<file path="src/incsp_consts.svh">
/*
  Shared constants for the inclinometer serial port ends: frame length,
  command bit layout, timing figures and derived cycle counts.
  Assumes a core clock of 10 MHz on both ends.
*/
`ifndef INCSP_CONSTS_SVH
`define INCSP_CONSTS_SVH

`define INCSP_CLK_HZ 10000000
`define INCSP_FRAME_BITS 16
`define INCSP_CNT_W 5
`define INCSP_ADDR_W 6
`define INCSP_DATA_W 8
`define INCSP_WR_BIT 15
`define INCSP_ZERO_BIT 14
`define INCSP_ADDR_MSB 13
`define INCSP_ADDR_LSB 8
`define INCSP_DATA_MSB 7
`define INCSP_DATA_LSB 0
`define INCSP_SMPL_FAST_MAX 8'h07
`define INCSP_SCLK_FAST_KHZ 2500
`define INCSP_SCLK_NORM_KHZ 1000
`define INCSP_GAP_FAST_US 40
`define INCSP_GAP_NORM_US 100
// Half period rounded up so the link clock stays at or under the limit
`define INCSP_HALF_FAST_RATE ((`INCSP_CLK_HZ / 1000 \
  + 2 * `INCSP_SCLK_FAST_KHZ - 1) / (2 * `INCSP_SCLK_FAST_KHZ))
`define INCSP_HALF_NORM_RATE ((`INCSP_CLK_HZ / 1000 \
  + 2 * `INCSP_SCLK_NORM_KHZ - 1) / (2 * `INCSP_SCLK_NORM_KHZ))
// Data out needs six core cycles from a falling edge to reach the
// host's capture through both ends' synchronisers; slower is legal
`define INCSP_HALF_MIN 6
`define INCSP_HALF_FAST ((`INCSP_HALF_FAST_RATE > `INCSP_HALF_MIN) \
  ? `INCSP_HALF_FAST_RATE : `INCSP_HALF_MIN)
`define INCSP_HALF_NORM ((`INCSP_HALF_NORM_RATE > `INCSP_HALF_MIN) \
  ? `INCSP_HALF_NORM_RATE : `INCSP_HALF_MIN)
`define INCSP_GAP_FAST_CYC ((`INCSP_GAP_FAST_US \
  * (`INCSP_CLK_HZ / 1000) + 999) / 1000)
`define INCSP_GAP_NORM_CYC ((`INCSP_GAP_NORM_US \
  * (`INCSP_CLK_HZ / 1000) + 999) / 1000)
`define INCSP_CS_LEAD_CYC 1
`define INCSP_FIFO_DEPTH 4
`define INCSP_REG_W 16

`endif

</file>
<file path="src/incsp_link_if.sv">
/*
  Four-wire serial link between the inclinometer port and its host.
  Data output is resolved here from the device's enable; a released
  line shows the high level of its assumed pull-up.
*/
`timescale 1ns/1ns

interface incsp_link_if;
  logic cs_n;
  logic sclk;
  logic sdi;
  logic sdo_out;
  logic sdo_oe;
  wire sdo;

  assign sdo = sdo_oe ? sdo_out : 1'b1;

  modport dev (
    input cs_n,
    input sclk,
    input sdi,
    output sdo_out,
    output sdo_oe
  );

  modport host (
    output cs_n,
    output sclk,
    output sdi,
    input sdo
  );
endinterface : incsp_link_if

</file>
<file path="src/incsp_dev.sv">
/*
  Device end of the inclinometer serial port: samples the host's pins,
  decodes 16-bit frames, passes write commands out through a FIFO and
  returns register contents requested in the previous frame.
  Assumes the register store sits outside and answers rd_addr with
  rd_data combinationally in the same clock.
*/
`timescale 1ns/1ns
`include "incsp_consts.svh"

module incsp_dev (
  input wire logic core_clk,
  input wire logic nrst,
  incsp_link_if.dev link,
  output logic wr_valid,
  input wire logic wr_ready,
  output logic [`INCSP_ADDR_W-1:0] wr_addr,
  output logic [`INCSP_DATA_W-1:0] wr_data,
  output logic [`INCSP_ADDR_W-1:0] rd_addr,
  input wire logic [`INCSP_REG_W-1:0] rd_data,
  output logic frame_err
);
  logic cs_m_reg;
  logic cs_s_reg;
  logic cs_d_reg;
  logic ck_m_reg;
  logic ck_s_reg;
  logic ck_d_reg;
  logic di_m_reg;
  logic di_s_reg;
  logic [`INCSP_CNT_W-1:0] cnt_reg;
  logic [`INCSP_REG_W-1:0] rx_reg;
  logic [`INCSP_REG_W-1:0] tx_reg;
  logic [`INCSP_ADDR_W-1:0] rd_addr_reg;
  logic sdo_reg;
  logic oe_reg;
  logic err_reg;
  logic drop_reg;
  logic push_reg;
  logic [`INCSP_REG_W-1:0] push_word_reg;

  // Edge events; clock edges only meaningful while selected
  wire cs_fall = cs_d_reg && !cs_s_reg;
  wire cs_rise = !cs_d_reg && cs_s_reg;
  wire selected = !cs_s_reg;
  wire ck_rise = selected && ck_s_reg && !ck_d_reg;
  wire ck_fall = selected && !ck_s_reg && ck_d_reg;
  wire [`INCSP_REG_W-1:0] rx_next = {rx_reg[`INCSP_REG_W-2:0], di_s_reg};
  wire last_bit = ck_rise && (cnt_reg == 5'(`INCSP_FRAME_BITS - 1));
  wire is_write = rx_next[`INCSP_WR_BIT] && !rx_next[`INCSP_ZERO_BIT];
  wire is_read = !rx_next[`INCSP_WR_BIT] && !rx_next[`INCSP_ZERO_BIT];
  wire fifo_full_n;
  // Write lost to a full FIFO
  wire wr_drop = push_reg && !fifo_full_n;
  logic [`INCSP_REG_W-1:0] fifo_out;

  // Two flops on every pin before use
  always_ff @(posedge core_clk or negedge nrst)
  begin
    if (!nrst)
    begin
      cs_m_reg <= 1'b1;
      cs_s_reg <= 1'b1;
      cs_d_reg <= 1'b1;
      ck_m_reg <= 1'b1;
      ck_s_reg <= 1'b1;
      ck_d_reg <= 1'b1;
      di_m_reg <= 1'b0;
      di_s_reg <= 1'b0;
    end
    else
    begin
      cs_m_reg <= link.cs_n;
      cs_s_reg <= cs_m_reg;
      cs_d_reg <= cs_s_reg;
      ck_m_reg <= link.sclk;
      ck_s_reg <= ck_m_reg;
      ck_d_reg <= ck_s_reg;
      di_m_reg <= link.sdi;
      di_s_reg <= di_m_reg;
    end
  end

  always_ff @(posedge core_clk or negedge nrst)
  begin
    if (!nrst)
    begin
      cnt_reg <= '0;
      rx_reg <= '0;
      tx_reg <= '0;
    end
    else if (cs_fall)
    begin
      cnt_reg <= '0;
      rx_reg <= '0;
      // Fetched at select, so a read answers in the next frame
      tx_reg <= {rd_data[`INCSP_REG_W-2:0], 1'b0};
    end
    else if (ck_rise)
    begin
      rx_reg <= rx_next;
      cnt_reg <= cnt_reg + 1'b1;
    end
    else if (ck_fall && cnt_reg != '0)
      tx_reg <= {tx_reg[`INCSP_REG_W-2:0], 1'b0};
  end

  always_ff @(posedge core_clk or negedge nrst)
  begin
    if (!nrst)
    begin
      sdo_reg <= 1'b0;
      oe_reg <= 1'b0;
    end
    else if (cs_fall)
    begin
      sdo_reg <= rd_data[`INCSP_REG_W-1];
      oe_reg <= 1'b1;
    end
    else if (cs_rise)
      oe_reg <= 1'b0;
    else if (ck_fall && cnt_reg != '0)
      sdo_reg <= tx_reg[`INCSP_REG_W-1];
  end

  // latch read address for next frame
  always_ff @(posedge core_clk or negedge nrst)
  begin
    if (!nrst)
    begin
      rd_addr_reg <= '0;
      push_reg <= 1'b0;
      push_word_reg <= '0;
      err_reg <= 1'b0;
    end
    else
    begin
      push_reg <= 1'b0;
      if (last_bit && is_read)
        rd_addr_reg <= rx_next[`INCSP_ADDR_MSB:`INCSP_ADDR_LSB];
      if (last_bit && is_write)
      begin
        push_reg <= 1'b1;
        push_word_reg <= rx_next;
      end
      if (cs_rise)
        err_reg <= (cnt_reg != 5'(`INCSP_FRAME_BITS)) || drop_reg
                   || wr_drop;
      else if (wr_drop)
        err_reg <= 1'b1;
    end
  end

  // Overflow kept until frame end so it survives the length check
  always_ff @(posedge core_clk or negedge nrst)
  begin
    if (!nrst)
      drop_reg <= 1'b0;
    else if (cs_fall)
      drop_reg <= 1'b0;
    else if (wr_drop)
      drop_reg <= 1'b1;
  end

  incsp_fifo #(
    .WIDTH(`INCSP_REG_W),
    .DEPTH(`INCSP_FIFO_DEPTH)
  ) u_wr_fifo (
    .core_clk(core_clk),
    .nrst(nrst),
    .in_valid(push_reg),
    .in_ready(fifo_full_n),
    .in_data(push_word_reg),
    .out_valid(wr_valid),
    .out_ready(wr_ready),
    .out_data(fifo_out)
  );

  assign wr_addr = fifo_out[`INCSP_ADDR_MSB:`INCSP_ADDR_LSB];
  assign wr_data = fifo_out[`INCSP_DATA_MSB:`INCSP_DATA_LSB];
  assign rd_addr = rd_addr_reg;
  assign frame_err = err_reg;
  assign link.sdo_out = sdo_reg;
  assign link.sdo_oe = oe_reg;
endmodule : incsp_dev

</file>
<file path="src/incsp_fifo.sv">
/*
  Small synchronous FIFO with valid/ready on both sides.
  Assumes one clock domain; depth is a power of two.
*/
`timescale 1ns/1ns

module incsp_fifo #(
  parameter int WIDTH = 16,
  parameter int DEPTH = 4
) (
  input wire logic core_clk,
  input wire logic nrst,
  input wire logic in_valid,
  output logic in_ready,
  input wire logic [WIDTH-1:0] in_data,
  output logic out_valid,
  input wire logic out_ready,
  output logic [WIDTH-1:0] out_data
);
  localparam int AW = $clog2(DEPTH);
  logic [WIDTH-1:0] mem [DEPTH];
  logic [AW-1:0] rd_reg;
  logic [AW-1:0] wr_reg;
  logic [AW:0] cnt_reg;
  wire push = in_valid && in_ready;
  wire pop = out_valid && out_ready;

  assign in_ready = (cnt_reg != DEPTH[AW:0]);
  assign out_valid = (cnt_reg != '0);
  assign out_data = mem[rd_reg];

  always_ff @(posedge core_clk)
  begin
    if (push)
      mem[wr_reg] <= in_data;
  end

  always_ff @(posedge core_clk or negedge nrst)
  begin
    if (!nrst)
    begin
      rd_reg <= '0;
      wr_reg <= '0;
      cnt_reg <= '0;
    end
    else
    begin
      if (push)
        wr_reg <= wr_reg + 1'b1;
      if (pop)
        rd_reg <= rd_reg + 1'b1;
      cnt_reg <= cnt_reg + {{AW{1'b0}}, push} - {{AW{1'b0}}, pop};
    end
  end
endmodule : incsp_fifo

</file>
<file path="src/flat_wrapper.sv">
// flat-port wrapper written by rule: the top's interface ports become plain ports
module incsp_dev_flat 
  (core_clk, nrst, wr_valid, wr_ready, wr_addr, wr_data, rd_addr, rd_data, frame_err, link_cs_n, link_sclk, link_sdi, link_sdo_out, link_sdo_oe);
  incsp_link_if link_i ();
  input wire logic core_clk;
  input wire logic nrst;
  output logic wr_valid;
  input wire logic wr_ready;
  output logic [`INCSP_ADDR_W-1:0] wr_addr;
  output logic [`INCSP_DATA_W-1:0] wr_data;
  output logic [`INCSP_ADDR_W-1:0] rd_addr;
  input wire logic [`INCSP_REG_W-1:0] rd_data;
  output logic frame_err;
  input wire logic [$bits(link_i.cs_n)-1:0] link_cs_n;
  input wire logic [$bits(link_i.sclk)-1:0] link_sclk;
  input wire logic [$bits(link_i.sdi)-1:0] link_sdi;
  output wire logic [$bits(link_i.sdo_out)-1:0] link_sdo_out;
  output wire logic [$bits(link_i.sdo_oe)-1:0] link_sdo_oe;
  assign link_i.cs_n = link_cs_n;
  assign link_i.sclk = link_sclk;
  assign link_i.sdi = link_sdi;
  assign link_sdo_out = link_i.sdo_out;
  assign link_sdo_oe = link_i.sdo_oe;
  incsp_dev u_core (.core_clk(core_clk), .nrst(nrst), .link(link_i), .wr_valid(wr_valid), .wr_ready(wr_ready), .wr_addr(wr_addr), .wr_data(wr_data), .rd_addr(rd_addr), .rd_data(rd_data), .frame_err(frame_err));
endmodule
</file>
<file path="config.mk">
export PLATFORM = sky130hd
export DESIGN_NAME = incsp_dev_flat
export DESIGN_NICKNAME = d
export VERILOG_FILES = /design/src/incsp_link_if.sv /design/src/incsp_dev.sv /design/src/incsp_fifo.sv /design/src/flat_wrapper.sv
export VERILOG_INCLUDE_DIRS = /design/src /design/src/src
export SDC_FILE = /design/constraint.sdc
export NUM_CORES = 1
export LEC_CHECK = 0
export ABC_CLOCK_PERIOD_IN_PS = 5260
export BUFFER_PORTS_ARGS = -buffer_cell sky130_fd_sc_hd__buf_2
export CORE_ASPECT_RATIO = 0.8
export CORE_MARGIN = 2
export CORE_UTILIZATION = 50
export CTS_BUF_LIST = sky130_fd_sc_hd__clkbuf_2
export CTS_CLUSTER_SIZE = 10
export DETAILED_ROUTE_END_ITERATION = 6
export PLACE_DENSITY = 0.69
export SYNTH_ARGS = -nofsm -noshare
export SYNTH_HDL_FRONTEND = slang
export SYNTH_SLANG_ARGS = --single-unit
export TNS_END_PERCENT = 5
</file>
<file path="constraint.sdc">
create_clock -name core_clk -period 5.26 [get_ports core_clk]
set_input_delay 0.526 -clock core_clk [delete_from_list [all_inputs] [get_ports core_clk]]
set_output_delay 0.526 -clock core_clk [all_outputs]
set_load 0.005 [all_outputs]
</file>
==> Flow_metrics.wiki, run 1 <==
{| class="wikitable"
! Metric !! Value
|-
| Worst min-delay path category || in2reg
|-
| Width of the die || 120 um
|-
| XOR/XNOR share of the synthesized area || 0.819%
|-
| Max incr delay on CP || 1.01 ns
|-
| Share of synthesized registers carrying an async set or reset || 57.3%
|-
| Area delta synth->final || 10.9%
|-
| Synth Cell Area || 0.00535 mm^2
|-
| Post-synthesis share of cell area spent on full adders, half adders and majority gates || 2.95%
|-
| Cell type group with the largest total delay on the critical path || flip-flops
|-
| Total Die Area || 0.0115 mm^2
|-
| Fraction of layout cells with a size suffix above 1 || 28.8%
|-
| Count of buffering cells on the critical path with inverters included || 1
|-
| TritonCTS Buffers || 17
|-
| Clock transition at the registers of the reported paths || 0.19 ns
|-
| Core ar. || 0.0103 mm^2
|-
| Endpoints failing setup || 0
|-
| Pwr Density || 335 mW/mm^2
|-
| Status || finished clean
|-
| Area leader, netlist || sky130_fd_sc_hd__dfrtp_1
|-
| Number of antenna violations at the first check in global routing || 0
|-
| Std cell rows || 33
|-
| Max FFs per register || 56
|-
| Portion of the post-synthesis area used by sequential elements || 66.7%
|-
| Final routed wire length divided by cell count || 15.4 um
|-
| Post-synth cell types || 45
|-
| Maximum number of pins on one net before global-route repair || 76
|-
| Clock tree from TritonCTS || built
|-
| Post-route DRC violation count || 0
|-
| Antenna fix cells || 0
|-
| Leakage Power || 2.28 nW
|-
| Routed wire length || 8.55 mm
|-
| Clk sinks || 131
|-
| Syn nets || 388
|-
| IO Count || 46
|-
| Post-synthesis mux area share || 11.2%
|-
| Count of synthesis-stage warnings from yosys || 0
|-
| H-Tree Depth || 4
|-
| Synth Instances || 354
|-
| Kind of start point of the critical path || flip-flop
|-
| Final HPWL DP || 5.32 mm
|-
| Leading post-synthesis cells by cell area || sky130_fd_sc_hd__dfrtp_1 32%, sky130_fd_sc_hd__edfxtp_1 31%, sky130_fd_sc_hd__mux4_2 5.9%
|-
| Final antenna-violating net count || 0
|-
| Via count of the first global-routing pass || 2879
|-
| Post-route minimum period || 2.91 ns
|-
| Most frequently used flop master after synthesis || sky130_fd_sc_hd__dfrtp_1
|-
| Overflow left after global routing || 0
|-
| Deepest clock path buffer count || 2
|-
| Yosys top cell area share || 32.3%
|-
| Setup repair after global routing missed its margin || false
|-
| Element type at the critical path end || output port
|-
| Total count of max-transition violations in the final report || 0
|-
| Overall fraction of global-route tracks in use || 16.5%
|-
| Root buffer cell || sky130_fd_sc_hd__clkbuf_2
|-
| Vias after detailed routing || 2924
|-
| Number of detailed-route iterations in the first pass || 4
|-
| Via density || 5.25
|-
| Post-layout nets || 438
|-
| Aggregate negative setup slack || 0 ns
|-
| Fmax || 0.343 GHz
|-
| Endpoint required time on the critical path || 4.73 ns
|-
| Floorplan die height || 96.5 um
|-
| Count of input and output buffers || 45
|-
| Worst VDD drop || 0.174 mV
|-
| Number of max-cap violations || 0
|-
| Mean instance size in the synthesized netlist || 15.1 um^2
|-
| First-pass GRT wire length || 14.5 mm
|-
| Maximum fanout along the worst path || 16
|-
| Sequence of cells on the critical path || mux4_2 > buf_2
|-
| Tightest Pin Transition || 1.13 ns
|-
| Worst slack on hold paths || 0.124 ns
|-
| Final number of hold-violating endpoints || 0
|-
| Synth Area in Compound Gates || 6.04%
|-
| Clock tree skew after final layout || 0.0302 ns
|-
| Worst setup path class || reg2out
|-
| Clock Latency Late Sink || 0.63 ns
|-
| Simple-gate share of the synthesized area || 9.39%
|-
| Signal arrival time at the worst endpoint || 2.39 ns
|-
| EDFF count, synth || 56
|-
| Largest family of logic cells by synthesized area || multiplexers
|-
| Global placement routability congestion || 0.722
|-
| Max_slew headroom || 24.5%
|-
| Count of state elements after synthesis || 131
|-
| Highest-delay cell along the critical path || sky130_fd_sc_hd__dfrtp_1
|-
| Effective utilization at floorplan || 51.8%
|-
| Share of the cycle needed by the critical path after routing || 55.4%
|-
| DRC violation total after the first TritonRoute iteration || 247
|}
-- layout make-up --
cell class / count / area [um^2]
fill: 825 / 4390
sequential: 131 / 3570
multi-input combinational: 189 / 1630
timing repair buffer: 50 / 275
tap: 140 / 175
clock inverter: 13 / 135
clock buffer: 19 / 95.1
inverter: 15 / 56.3
-- synth_stat cells, types with 2 or more instances --
cell                       instances
sky130_fd_sc_hd__nor2b_1          13
sky130_fd_sc_hd__mux4_2           14
sky130_fd_sc_hd__buf_2             5
sky130_fd_sc_hd__ha_1             11
sky130_fd_sc_hd__and2_1            4
sky130_fd_sc_hd__nor4b_1           2
sky130_fd_sc_hd__clkbuf_1         10
sky130_fd_sc_hd__mux2_2            8
sky130_fd_sc_hd__a31oi_1           2
sky130_fd_sc_hd__or3_1             3
sky130_fd_sc_hd__mux2_4            9
sky130_fd_sc_hd__edfxtp_1         56
sky130_fd_sc_hd__nor3b_1          12
sky130_fd_sc_hd__a21oi_1          19
sky130_fd_sc_hd__o21ai_0           6
sky130_fd_sc_hd__inv_1            15
sky130_fd_sc_hd__nand2b_1          2
sky130_fd_sc_hd__mux2_1            5
sky130_fd_sc_hd__nand2_1          38
sky130_fd_sc_hd__a221o_1          13
sky130_fd_sc_hd__dfstp_2           6
sky130_fd_sc_hd__dfrtp_1          69
sky130_fd_sc_hd__nor2_1            5
sky130_fd_sc_hd__buf_6             3
sky130_fd_sc_hd__xnor2_1           4
-- routing by layer --
metal  vias to the layer above  track usage (%)  share of wire (%)
met2                        55             24.6                 46
met4                         0             7.55               0.64
met1                      1476             22.7                 49
met3                         4             4.87                4.0
met5                         -                0                  0
li1                       1389                -                  -
-- what timing repair did --
action / CTS / global route
hold endpoints to repair: 69 / 0
gates resized for setup: 0 / 0
hold buffers: 4 / 0
setup buffers: 0 / 0
endpoints found under the setup margin: 0 / 0
-- per-stage QoR --
step,setup slack (ns),utilization [%],area (um^2),total power [mW],std cells
3_5_place_dp,2.87,54.8,5660,1.44,521
2_1_floorplan,3.12,-,5350,1.37,354
5_1_grt,2.06,57.4,5930,2.10,557
3_3_place_gp,2.89,54.8,5660,1.43,521
4_1_cts,2.18,57.4,5930,2.02,557
6_report,2.35,57.4,5930,1.99,557
-- logic make-up after synthesis --
group | Yosys count
xor gates and xnor gates | 5
and+or+nand+nor | 89
DFF | 131
muxes | 36
AOI/OAI and AO/OA | 47
adders and majority gates | 12
buffers and inverters | 34
-- power breakdown --
part           total [mW]  switching [mW]  internal, mW
clock network       0.573           0.354         0.219
logic               0.213          0.0871         0.125
registers            1.20          0.0907          1.11
total                1.99           0.531          1.46
-- worst register-to-register path, stage by stage, from the launching register on --
cell and delay (ns):
sky130_fd_sc_hd__dfrtp_1 0.50, sky130_fd_sc_hd__nor2_1 0.11, sky130_fd_sc_hd__a21boi_1 0.41, sky130_fd_sc_hd__inv_1 0.09, sky130_fd_sc_hd__ha_1 0.30, sky130_fd_sc_hd__inv_1 0.06
sky130_fd_sc_hd__ha_1 0.13, sky130_fd_sc_hd__inv_1 0.04, sky130_fd_sc_hd__fa_1 0.37, sky130_fd_sc_hd__xnor2_1 0.20, sky130_fd_sc_hd__xnor2_1 0.14
-- worst paths after layout --
check | from | endpoint | slack (ns) | cells after the start
setup / recovery | u_core.u_wr_fifo.rd_reg[0] | wr_addr[5] | 2.35 | 2
hold / removal | rd_data[6] | u_core.tx_reg[7] | 0.12 | 2
setup reg to reg | u_core.u_wr_fifo.cnt_reg[1] | u_core.u_wr_fifo.cnt_reg[2] | 2.83 | 10
hold reg to reg | u_core.cs_m_reg | u_core.cs_s_reg | 0.37 | 0
max in group asynchronous | nrst | u_core.push_word_reg[3] | 4.09 | 2
min in group asynchronous | nrst | u_core.tx_reg[12] | 0.55 | 2
-- placed cells by master (no fill, tap or decap), types with 5 or more instances in the layout --
| cell type | count |
|---|---|
| sky130_fd_sc_hd__nand2_1 | 38 |
| sky130_fd_sc_hd__dfstp_2 | 6 |
| sky130_fd_sc_hd__mux4_2 | 14 |
| sky130_fd_sc_hd__a21oi_1 | 19 |
| sky130_fd_sc_hd__inv_1 | 15 |
| sky130_fd_sc_hd__nor2b_1 | 13 |
| sky130_fd_sc_hd__o21ai_0 | 6 |
| sky130_fd_sc_hd__mux2_4 | 9 |
| sky130_fd_sc_hd__edfxtp_1 | 56 |
| sky130_fd_sc_hd__ha_1 | 10 |
| sky130_fd_sc_hd__a221o_1 | 13 |
| sky130_fd_sc_hd__nor2_1 | 5 |
| sky130_fd_sc_hd__mux2_1 | 5 |
| sky130_fd_sc_hd__buf_2 | 44 |
| sky130_fd_sc_hd__mux2_2 | 8 |
| sky130_fd_sc_hd__nor3b_1 | 12 |
| sky130_fd_sc_hd__dfrtp_1 | 69 |
| sky130_fd_sc_hd__clkbuf_2 | 19 |
Power figures use the tool's default switching activity.
==> run 2: changes to the inputs <==
Settings changed: ABC_CLOCK_PERIOD_IN_PS 5260 to 2900.
Clock period 5.26 ns to 2.9 ns, I/O delays scaled along.
==> Flow_metrics.wiki, run 2 (synthesis gave the netlist of run 1 again) <==
{| class="wikitable"
! Metric !! Value
|-
| Final HPWL DP || 5.45 mm (+2.3%)
|-
| Hold depth || 2 (unchanged)
|-
| Routed wire length || 8.80 mm (+2.9%)
|-
| Final number of hold-violating endpoints || 0 (unchanged)
|-
| Core ar. || 0.0103 mm^2 (unchanged)
|-
| Global placement routability congestion || 0.731 (+1.3%)
|-
| Total Die Area || 0.0115 mm^2 (unchanged)
|-
| Worst min-delay path category || in2reg
|-
| Sequence of cells on the critical path || nor2_1 > a21boi_1 > inv_1 > ha_1 > inv_1 > ha_1 > inv_1 > fa_1 > xnor2_1 > xnor2_1
|-
| Critical register-to-register path endpoint || u_core.u_wr_fifo.cnt_reg[2]
|-
| Final instance area || 0.00614 mm^2 (+3.5%)
|-
| Clock network power share || 30.6% (+1.8 points)
|-
| Aggregate negative setup slack || 0 ns (unchanged)
|-
| Most common library cell in the layout ignoring fill and taps || sky130_fd_sc_hd__dfrtp_1
|-
| Clock transition at the registers of the reported paths || 0.20 ns (about the same)
|-
| Commonest non-fill, non-tap cells in the layout || 69 x sky130_fd_sc_hd__dfrtp_1, 56 x sky130_fd_sc_hd__edfxtp_1, 44 x sky130_fd_sc_hd__buf_2
|-
| Number of antenna violations at the first check in global routing || 0 (unchanged)
|-
| DRC violation total after the first TritonRoute iteration || 183 (-26%)
|-
| IO Count || 46 (unchanged)
|-
| Root buffer cell || sky130_fd_sc_hd__clkbuf_2
|-
| CP dominant cell by count || sky130_fd_sc_hd__inv_1
|-
| Share of the cycle needed by the critical path after routing || 83.4%
|-
| Via density || 5.22 (-0.59%)
|-
| Max FFs per register || 56 (unchanged)
|-
| Overall fraction of global-route tracks in use || 16.8% (+0.26 points)
|-
| Int Pwr || 2.76 mW (+89%)
|-
| Count of buffering cells on the critical path with inverters included || 3 (+2)
|-
| Fraction of layout cells with a size suffix above 1 || 28.4% (-0.34 points)
|-
| Worst VDD drop || 0.342 mV (+97%)
|-
| Signal arrival time at the worst endpoint || 3.00 ns (+0.61 ns)
|-
| Clock Latency Late Sink || 0.64 ns (about the same)
|-
| Pwr Density || 608 mW/mm^2 (+82%)
|-
| Status || finished clean
|-
| Beginning of the worst register-to-register path || u_core.u_wr_fifo.cnt_reg[1]
|-
| Capture point of the critical path || u_core.u_wr_fifo.cnt_reg[2]
|-
| TritonCTS Buffers || 17 (unchanged)
|-
| Clock tree from TritonCTS || built
|-
| Standard cell area after detailed placement || 0.00567 mm^2 (+0.27%)
|-
| Width of the die || 120 um (unchanged)
|-
| Source of the critical timing path || u_core.u_wr_fifo.cnt_reg[1]
|-
| Leakage Power || 2.38 nW (+4.4%)
|-
| Final routed wire length divided by cell count || 15.3 um (-0.45%)
|-
| WP depth || 10 (+8)
|-
| Total count of max-transition violations in the final report || 0 (unchanged)
|-
| Max incr delay on CP || 0.49 ns (-0.52 ns)
|-
| Number of detailed-route iterations in the first pass || 4 (unchanged)
|-
| Worst setup path class || reg2reg
|-
| Setup repair after global routing missed its margin || false
|-
| Worst Reg2Reg Path Length in Cells || 10 (unchanged)
|-
| Tightest Pin Transition || 1.01 ns (-0.122 ns)
|-
| Floorplan die height || 96.5 um (unchanged)
|-
| Antenna fix cells || 0 (unchanged)
|-
| Register-to-Register Setup Slack || 0.48 ns (-2.35 ns)
|-
| Highest-delay cell along the critical path || sky130_fd_sc_hd__dfrtp_1
|-
| Fmax || 0.413 GHz
|-
| Total net switching power || 0.976 mW (+84%)
|-
| Maximum number of pins on one net before global-route repair || 76 (unchanged)
|-
| Element type at the critical path end || flip-flop
|-
| Endpoints failing setup || 0 (unchanged)
|-
| Max_slew headroom || 32.9% (+8.4 points)
|-
| Post-route minimum period || 2.42 ns
|-
| Portion of total power attributed to sequential cells || 56.8% (-3.7 points)
|-
| Comb power frac || 12.6% (+1.9 points)
|-
| First-pass GRT wire length || 14.8 mm (+2.0%)
|-
| Via count of the first global-routing pass || 2918 (+1.4%)
|-
| H-Tree Depth || 4 (unchanged)
|-
| Final antenna-violating net count || 0 (unchanged)
|-
| Number of max-cap violations || 0 (unchanged)
|-
| Clock tree skew after final layout || 0.0330 ns (+0.00273 ns)
|-
| Count of input and output buffers || 45 (unchanged)
|-
| Endpoint required time on the critical path || 3.48 ns (-1.25 ns)
|-
| Overflow left after global routing || 0 (unchanged)
|-
| Area delta synth->final || 14.8%
|-
| Post-route DRC violation count || 0 (unchanged)
|-
| Maximum fanout along the worst path || 7 (-9)
|-
| Clk sinks || 131 (unchanged)
|-
| Cell type group with the largest total delay on the critical path || adder cells
|-
| Post-layout nets || 457 (+4.3%)
|-
| Sw Ratio || 26.1% (-0.60 points)
|-
| Vias after detailed routing || 3006 (+2.8%)
|-
| Kind of start point of the critical path || flip-flop
|-
| Std cell rows || 33 (unchanged)
|-
| Effective utilization at floorplan || 51.8% (unchanged)
|-
| Deepest clock path buffer count || 2 (unchanged)
|}
==> run 2: cell type report <==
type                            instances  area [um^2]
Fill cell                             818         4180
Sequential cell                       131         3570
Multi-Input combinational cell        189         1630
Timing Repair Buffer                   69          460
Tap cell                              140          175
Clock inverter                         13          160
Clock buffer                           19         95.1
Inverter                               15         56.3
==> run 2: power groups by stage <==
stage	Combinational [mW]	Sequential, mW	Clock [mW]
3_5_place_dp	0.458	2.16	0
5_1_grt	0.523	2.14	1.26
2_1_floorplan	0.373	2.11	0
6_report	0.471	2.12	1.14
4_1_cts	0.480	2.12	1.18
3_3_place_gp	0.447	2.15	0
==> run 2: per-layer routing <==
metal / up-vias / wire (um) / share of wire, % / GRT usage, %
met4: 0 / 78 / 0.89 / 3.82
li1: 1435 / - / - / -
met5: - / 0 / 0 / 0
met2: 59 / 4110 / 47 / 26.4
met3: 7 / 340 / 3.9 / 5.99
met1: 1505 / 4270 / 49 / 22.8
==> run 2: how the worst min path moves through the flow <==
stage,slack [ns],startpoint,endpoint
after detailed placement,0.35,u_core.cs_m_reg,u_core.cs_s_reg
after floorplan,-0.006,nrst,u_core.cnt_reg[0]
after global placement,0.35,u_core.cs_m_reg,u_core.cs_s_reg
after CTS,0.21,link_sdi,u_core.di_m_reg
after global routing,0.20,link_sdi,u_core.di_m_reg
final,0.29,link_sdi,u_core.di_m_reg
==> run 2: per-stage QoR <==
stage | std cells | setup slack, ns | util, % | power (mW) | hold WS [ns]
detailed placement | 523 | 0.500 | 55.0 | 2.62 | 0.347
floorplan | 354 | 0.755 | - | 2.48 | -0.00559
finish | 576 | 0.481 | 59.5 | 3.73 | 0.285
CTS | 576 | 0.456 | 59.5 | 3.78 | 0.208
global route | 576 | 0.189 | 59.5 | 3.92 | 0.201
global placement | 523 | 0.590 | 55.0 | 2.60 | 0.346
==> run 2: repair_timing <==
action	4_1_cts	5_1_grt
endpoints found under the hold margin	90	0
setup buffers	0	0
hold buffers	21	0
gates resized for setup	0	0
==> run 3: changes to the inputs <==
Settings changed: ABC_AREA set to 1, ABC_CLOCK_PERIOD_IN_PS 2900 to 2000, PLACE_DENSITY 0.69 to 0.71.
Clock period 2.9 ns to 2 ns, I/O delays scaled along.
==> Flow_metrics.wiki, run 3 <==
{| class="wikitable"
! Metric !! Value
|-
| Maximum number of pins on one net before global-route repair || 40 (-47%)
|-
| Worst slack on hold paths || 0.138 ns (-0.147 ns)
|-
| Vias after detailed routing || 3500 (+16%)
|-
| TritonCTS Buffers || 17 (unchanged)
|-
| Endpoint required time on the critical path || 1.80 ns (-1.68 ns)
|-
| Worst setup path class || reg2out
|-
| Commonest non-fill, non-tap cells in the layout || 67 x sky130_fd_sc_hd__dfrtp_1, 64 x sky130_fd_sc_hd__nand2_1, 56 x sky130_fd_sc_hd__edfxtp_1
|-
| Status || finished clean
|-
| Number of detailed-route iterations in the first pass || 4 (unchanged)
|-
| Maximum fanout along the worst path || 29 (+22)
|-
| Count of placed standard cells including taps || 642 (+23%)
|-
| Routed wire length || 9.78 mm (+11%)
|-
| H-Tree Depth || 4 (unchanged)
|-
| Width of the die || 118 um (-0.92%)
|-
| Antenna fix cells || 0 (unchanged)
|-
| Via count of the first global-routing pass || 3402 (+17%)
|-
| First-pass GRT wire length || 16.1 mm (+9.2%)
|-
| Number of max-cap violations || 0 (unchanged)
|-
| Final antenna-violating net count || 0 (unchanged)
|-
| Share of the cycle needed by the critical path after routing || 98.9%
|-
| Area delta synth->final || 19.8%
|-
| Kind of start point of the critical path || flip-flop
|-
| Layout filler cell count || 860 (+5.1%)
|-
| Leading post-synthesis cells by cell area || sky130_fd_sc_hd__dfrtp_1 33%, sky130_fd_sc_hd__edfxtp_1 32%, sky130_fd_sc_hd__o21ai_0 6.4%
|-
| Most numerous cell types in the synthesized netlist || 69 x sky130_fd_sc_hd__dfrtp_1, 67 x sky130_fd_sc_hd__o21ai_0, 65 x sky130_fd_sc_hd__nand2_1
|-
| Capture point of the critical path || wr_addr[0]
|-
| Yosys top cell area share || 32.9% (+0.62 points)
|-
| Std cell rows || 33 (unchanged)
|-
| Beginning of the worst register-to-register path || u_core.u_wr_fifo.cnt_reg[1]
|-
| Max_slew headroom || 72.1% (+39 points)
|-
| Share of synthesized registers carrying an async set or reset || 57.3% (unchanged)
|-
| Final instance area || 0.00628 mm^2 (+2.3%)
|-
| Max FFs per register || 56 (unchanged)
|-
| Worst Reg2Reg Path Length in Cells || 10 (unchanged)
|-
| Portion of the post-synthesis area used by sequential elements || 68.0% (+1.3 points)
|-
| DRC violation total after the first TritonRoute iteration || 229 (+25%)
|-
| Fraction of layout cells with a size suffix above 1 || 23.1% (-5.3 points)
|-
| Count of synthesis-stage warnings from yosys || 0 (unchanged)
|-
| Syn nets || 500 (+29%)
|-
| Count of state elements after synthesis || 131 (unchanged)
|-
| Max incr delay on CP || 0.48 ns (about the same)
|-
| Number of antenna violations at the first check in global routing || 0 (unchanged)
|-
| Area leader, netlist || sky130_fd_sc_hd__dfrtp_1
|-
| Most common library cell in the layout ignoring fill and taps || sky130_fd_sc_hd__dfrtp_1
|-
| Count of buffering cells on the critical path with inverters included || 2 (-1)
|-
| Core ar. || 0.0102 mm^2 (-0.80%)
|-
| Overflow left after global routing || 0 (unchanged)
|-
| Leakage Power || 2.52 nW (+5.7%)
|-
| Post-layout nets || 583 (+28%)
|-
| Element type at the critical path end || output port
|-
| Standard cell area after detailed placement || 0.00565 mm^2 (-0.37%)
|-
| Cell type group with the largest total delay on the critical path || flip-flops
|-
| Signal arrival time at the worst endpoint || 1.78 ns (-1.22 ns)
|-
| Setup repair after global routing missed its margin || true
|-
| Deepest clock path buffer count || 2 (unchanged)
|-
| EDFF count, synth || 56 (unchanged)
|-
| Highest-delay cell along the critical path || sky130_fd_sc_hd__dfrtp_2
|-
| Post-synth cell types || 29 (-36%)
|-
| Root buffer cell || sky130_fd_sc_hd__clkbuf_2
|-
| Via density || 4.99 (-4.5%)
|-
| Synth Instances || 466 (+32%)
|-
| Source of the critical timing path || u_core.u_wr_fifo.rd_reg[0]
|-
| IO Count || 46 (unchanged)
|-
| Fmax || 0.506 GHz
|-
| WP depth || 4 (-6)
|-
| Clk sinks || 131 (unchanged)
|-
| Final routed wire length divided by cell count || 13.9 um (-8.8%)
|-
| Worst min-delay path category || in2async
|-
| Mean instance size in the synthesized netlist || 11.3 um^2 (-25%)
|-
| Total count of max-transition violations in the final report || 0 (unchanged)
|-
| Sequence of cells on the critical path || buf_12 > o21ai_0 > o22ai_2 > buf_2
|-
| Critical register-to-register path endpoint || u_core.u_wr_fifo.cnt_reg[2]
|-
| Count of placed standard cells in the final layout, fillers left out || 702 (+22%)
|-
| Clock tree skew after final layout || 0.0257 ns (-0.00729 ns)
|-
| Synth Cell Area || 0.00524 mm^2 (-1.9%)
|-
| Multi-input combinational cell area || 0.00139 mm^2 (-14%)
|-
| Worst VDD drop || 0.590 mV (+73%)
|-
| Tightest Pin Transition || 0.418 ns (-0.588 ns)
|-
| Most frequent cell after synthesis || sky130_fd_sc_hd__dfrtp_1
|-
| Count of input and output buffers || 45 (unchanged)
|-
| Effective utilization at floorplan || 51.2% (-0.57 points)
|-
| Clock tree from TritonCTS || built
|-
| Post-route minimum period || 1.98 ns
|-
| Aggregate negative setup slack || 0 ns (unchanged)
|-
| Final total power || 6.08 mW (+63%)
|-
| Endpoints failing setup || 0 (unchanged)
|-
| Global placement routability congestion || 0.761 (+4.1%)
|-
| Register-to-Register Setup Slack || 0.12 ns (-0.36 ns)
|-
| Overall fraction of global-route tracks in use || 18.6% (+1.8 points)
|-
| Clock transition at the registers of the reported paths || 0.18 ns (-0.02 ns)
|-
| Area occupied by registers || 0.00357 mm^2 (about the same)
|-
| Floorplan die height || 95.6 um (-0.92%)
|-
| Total Die Area || 0.0113 mm^2 (-1.8%)
|-
| Final number of hold-violating endpoints || 0 (unchanged)
|-
| Final HPWL DP || 5.88 mm (+7.9%)
|-
| Most frequently used flop master after synthesis || sky130_fd_sc_hd__dfrtp_1
|-
| Clock Latency Late Sink || 0.64 ns (about the same)
|-
| Pwr Density || 968 mW/mm^2 (+59%)
|-
| Post-route DRC violation count || 0 (unchanged)
|}
[run 3: cell types whose count changed in the layout (fill, tap and decap cells not counted), sizes merged, moves of 8 or more]
cell / delta
a21oi: -17
a221o: -13
buf: +16
inv: +41
mux2: -22
mux4: -14
nand2: +28
nand3: +8
nor2: +38
nor2b: -13
nor3b: -13
o21ai: +78
o22ai: +29
[run 3: cells by family after synthesis]
logic type / count (synthesis) / synth area share [%]
flip-flops: 131 / 68.0
adder cells (fa/ha/maj): 12 / 3.01
AND/OR/NAND/NOR: 121 / 9.57
buffers and inverters: 81 / 6.39
XOR/XNOR: 4 / 0.668
AO/OA/AOI/OAI: 117 / 12.4
[run 3: how the worst min path moves through the flow]
stage          start                end  slack [ns]  depth (start not counted)
2_1_floorplan   nrst  u_core.cnt_reg[0]        -0.1                          0
3_3_place_gp    nrst   u_core.tx_reg[8]        0.19                          1
3_5_place_dp    nrst   u_core.tx_reg[8]        0.20                          1
4_1_cts         nrst    u_core.cs_s_reg        0.05                          2
5_1_grt         nrst    u_core.ck_s_reg        0.04                          2
6_report        nrst    u_core.cs_s_reg        0.14                          2
[run 3: cell type report]
type                    count  share of cell area, %
well taps                 140                   2.79
multi-input cells         254                   22.1
inverters                  60                   3.73
flip-flops and latches    131                   56.8
clock buffers              20                   1.59
clock inverters            12                   2.21
repair buffers             85                   10.7
[run 3: what timing repair did]
action / CTS / global route
endpoints found under the hold margin: 96 / 0
hold buffers: 22 / 0
buffers inserted: 4 / 1
resized for setup: 16 / 27
pin swaps: 1 / 3
gates cloned: 1 / 0
endpoints found under the setup margin: 14 / 16
[run 3: per-layer routing]
| metal | up-vias | track usage, % | wire length (um) |
|---|---|---|---|
| met3 | 13 | 6.28 | 378 |
| met2 | 66 | 32.9 | 4910 |
| li1 | 1735 | - | - |
| met1 | 1686 | 22.2 | 4410 |
| met5 | - | 0 | 0 |
| met4 | 0 | 4.76 | 88 |
[run 3: report_power, final]
part           leakage [nW]  internal (mW)  total, mW  switching [mW]
logic                  1.01          0.662       1.46           0.795
registers              1.37           2.94       3.05           0.109
clock network         0.142          0.691       1.58           0.888
[run 3: through the flow]
stage / setup WS (ns) / utilization (%)
after floorplan: 0.0694 / -
after global placement: 0.164 / 55.2
after detailed placement: 0.0974 / 55.2
after CTS: -0.0449 / 60.8
after global routing: -0.154 / 61.3
final: 0.0229 / 61.3
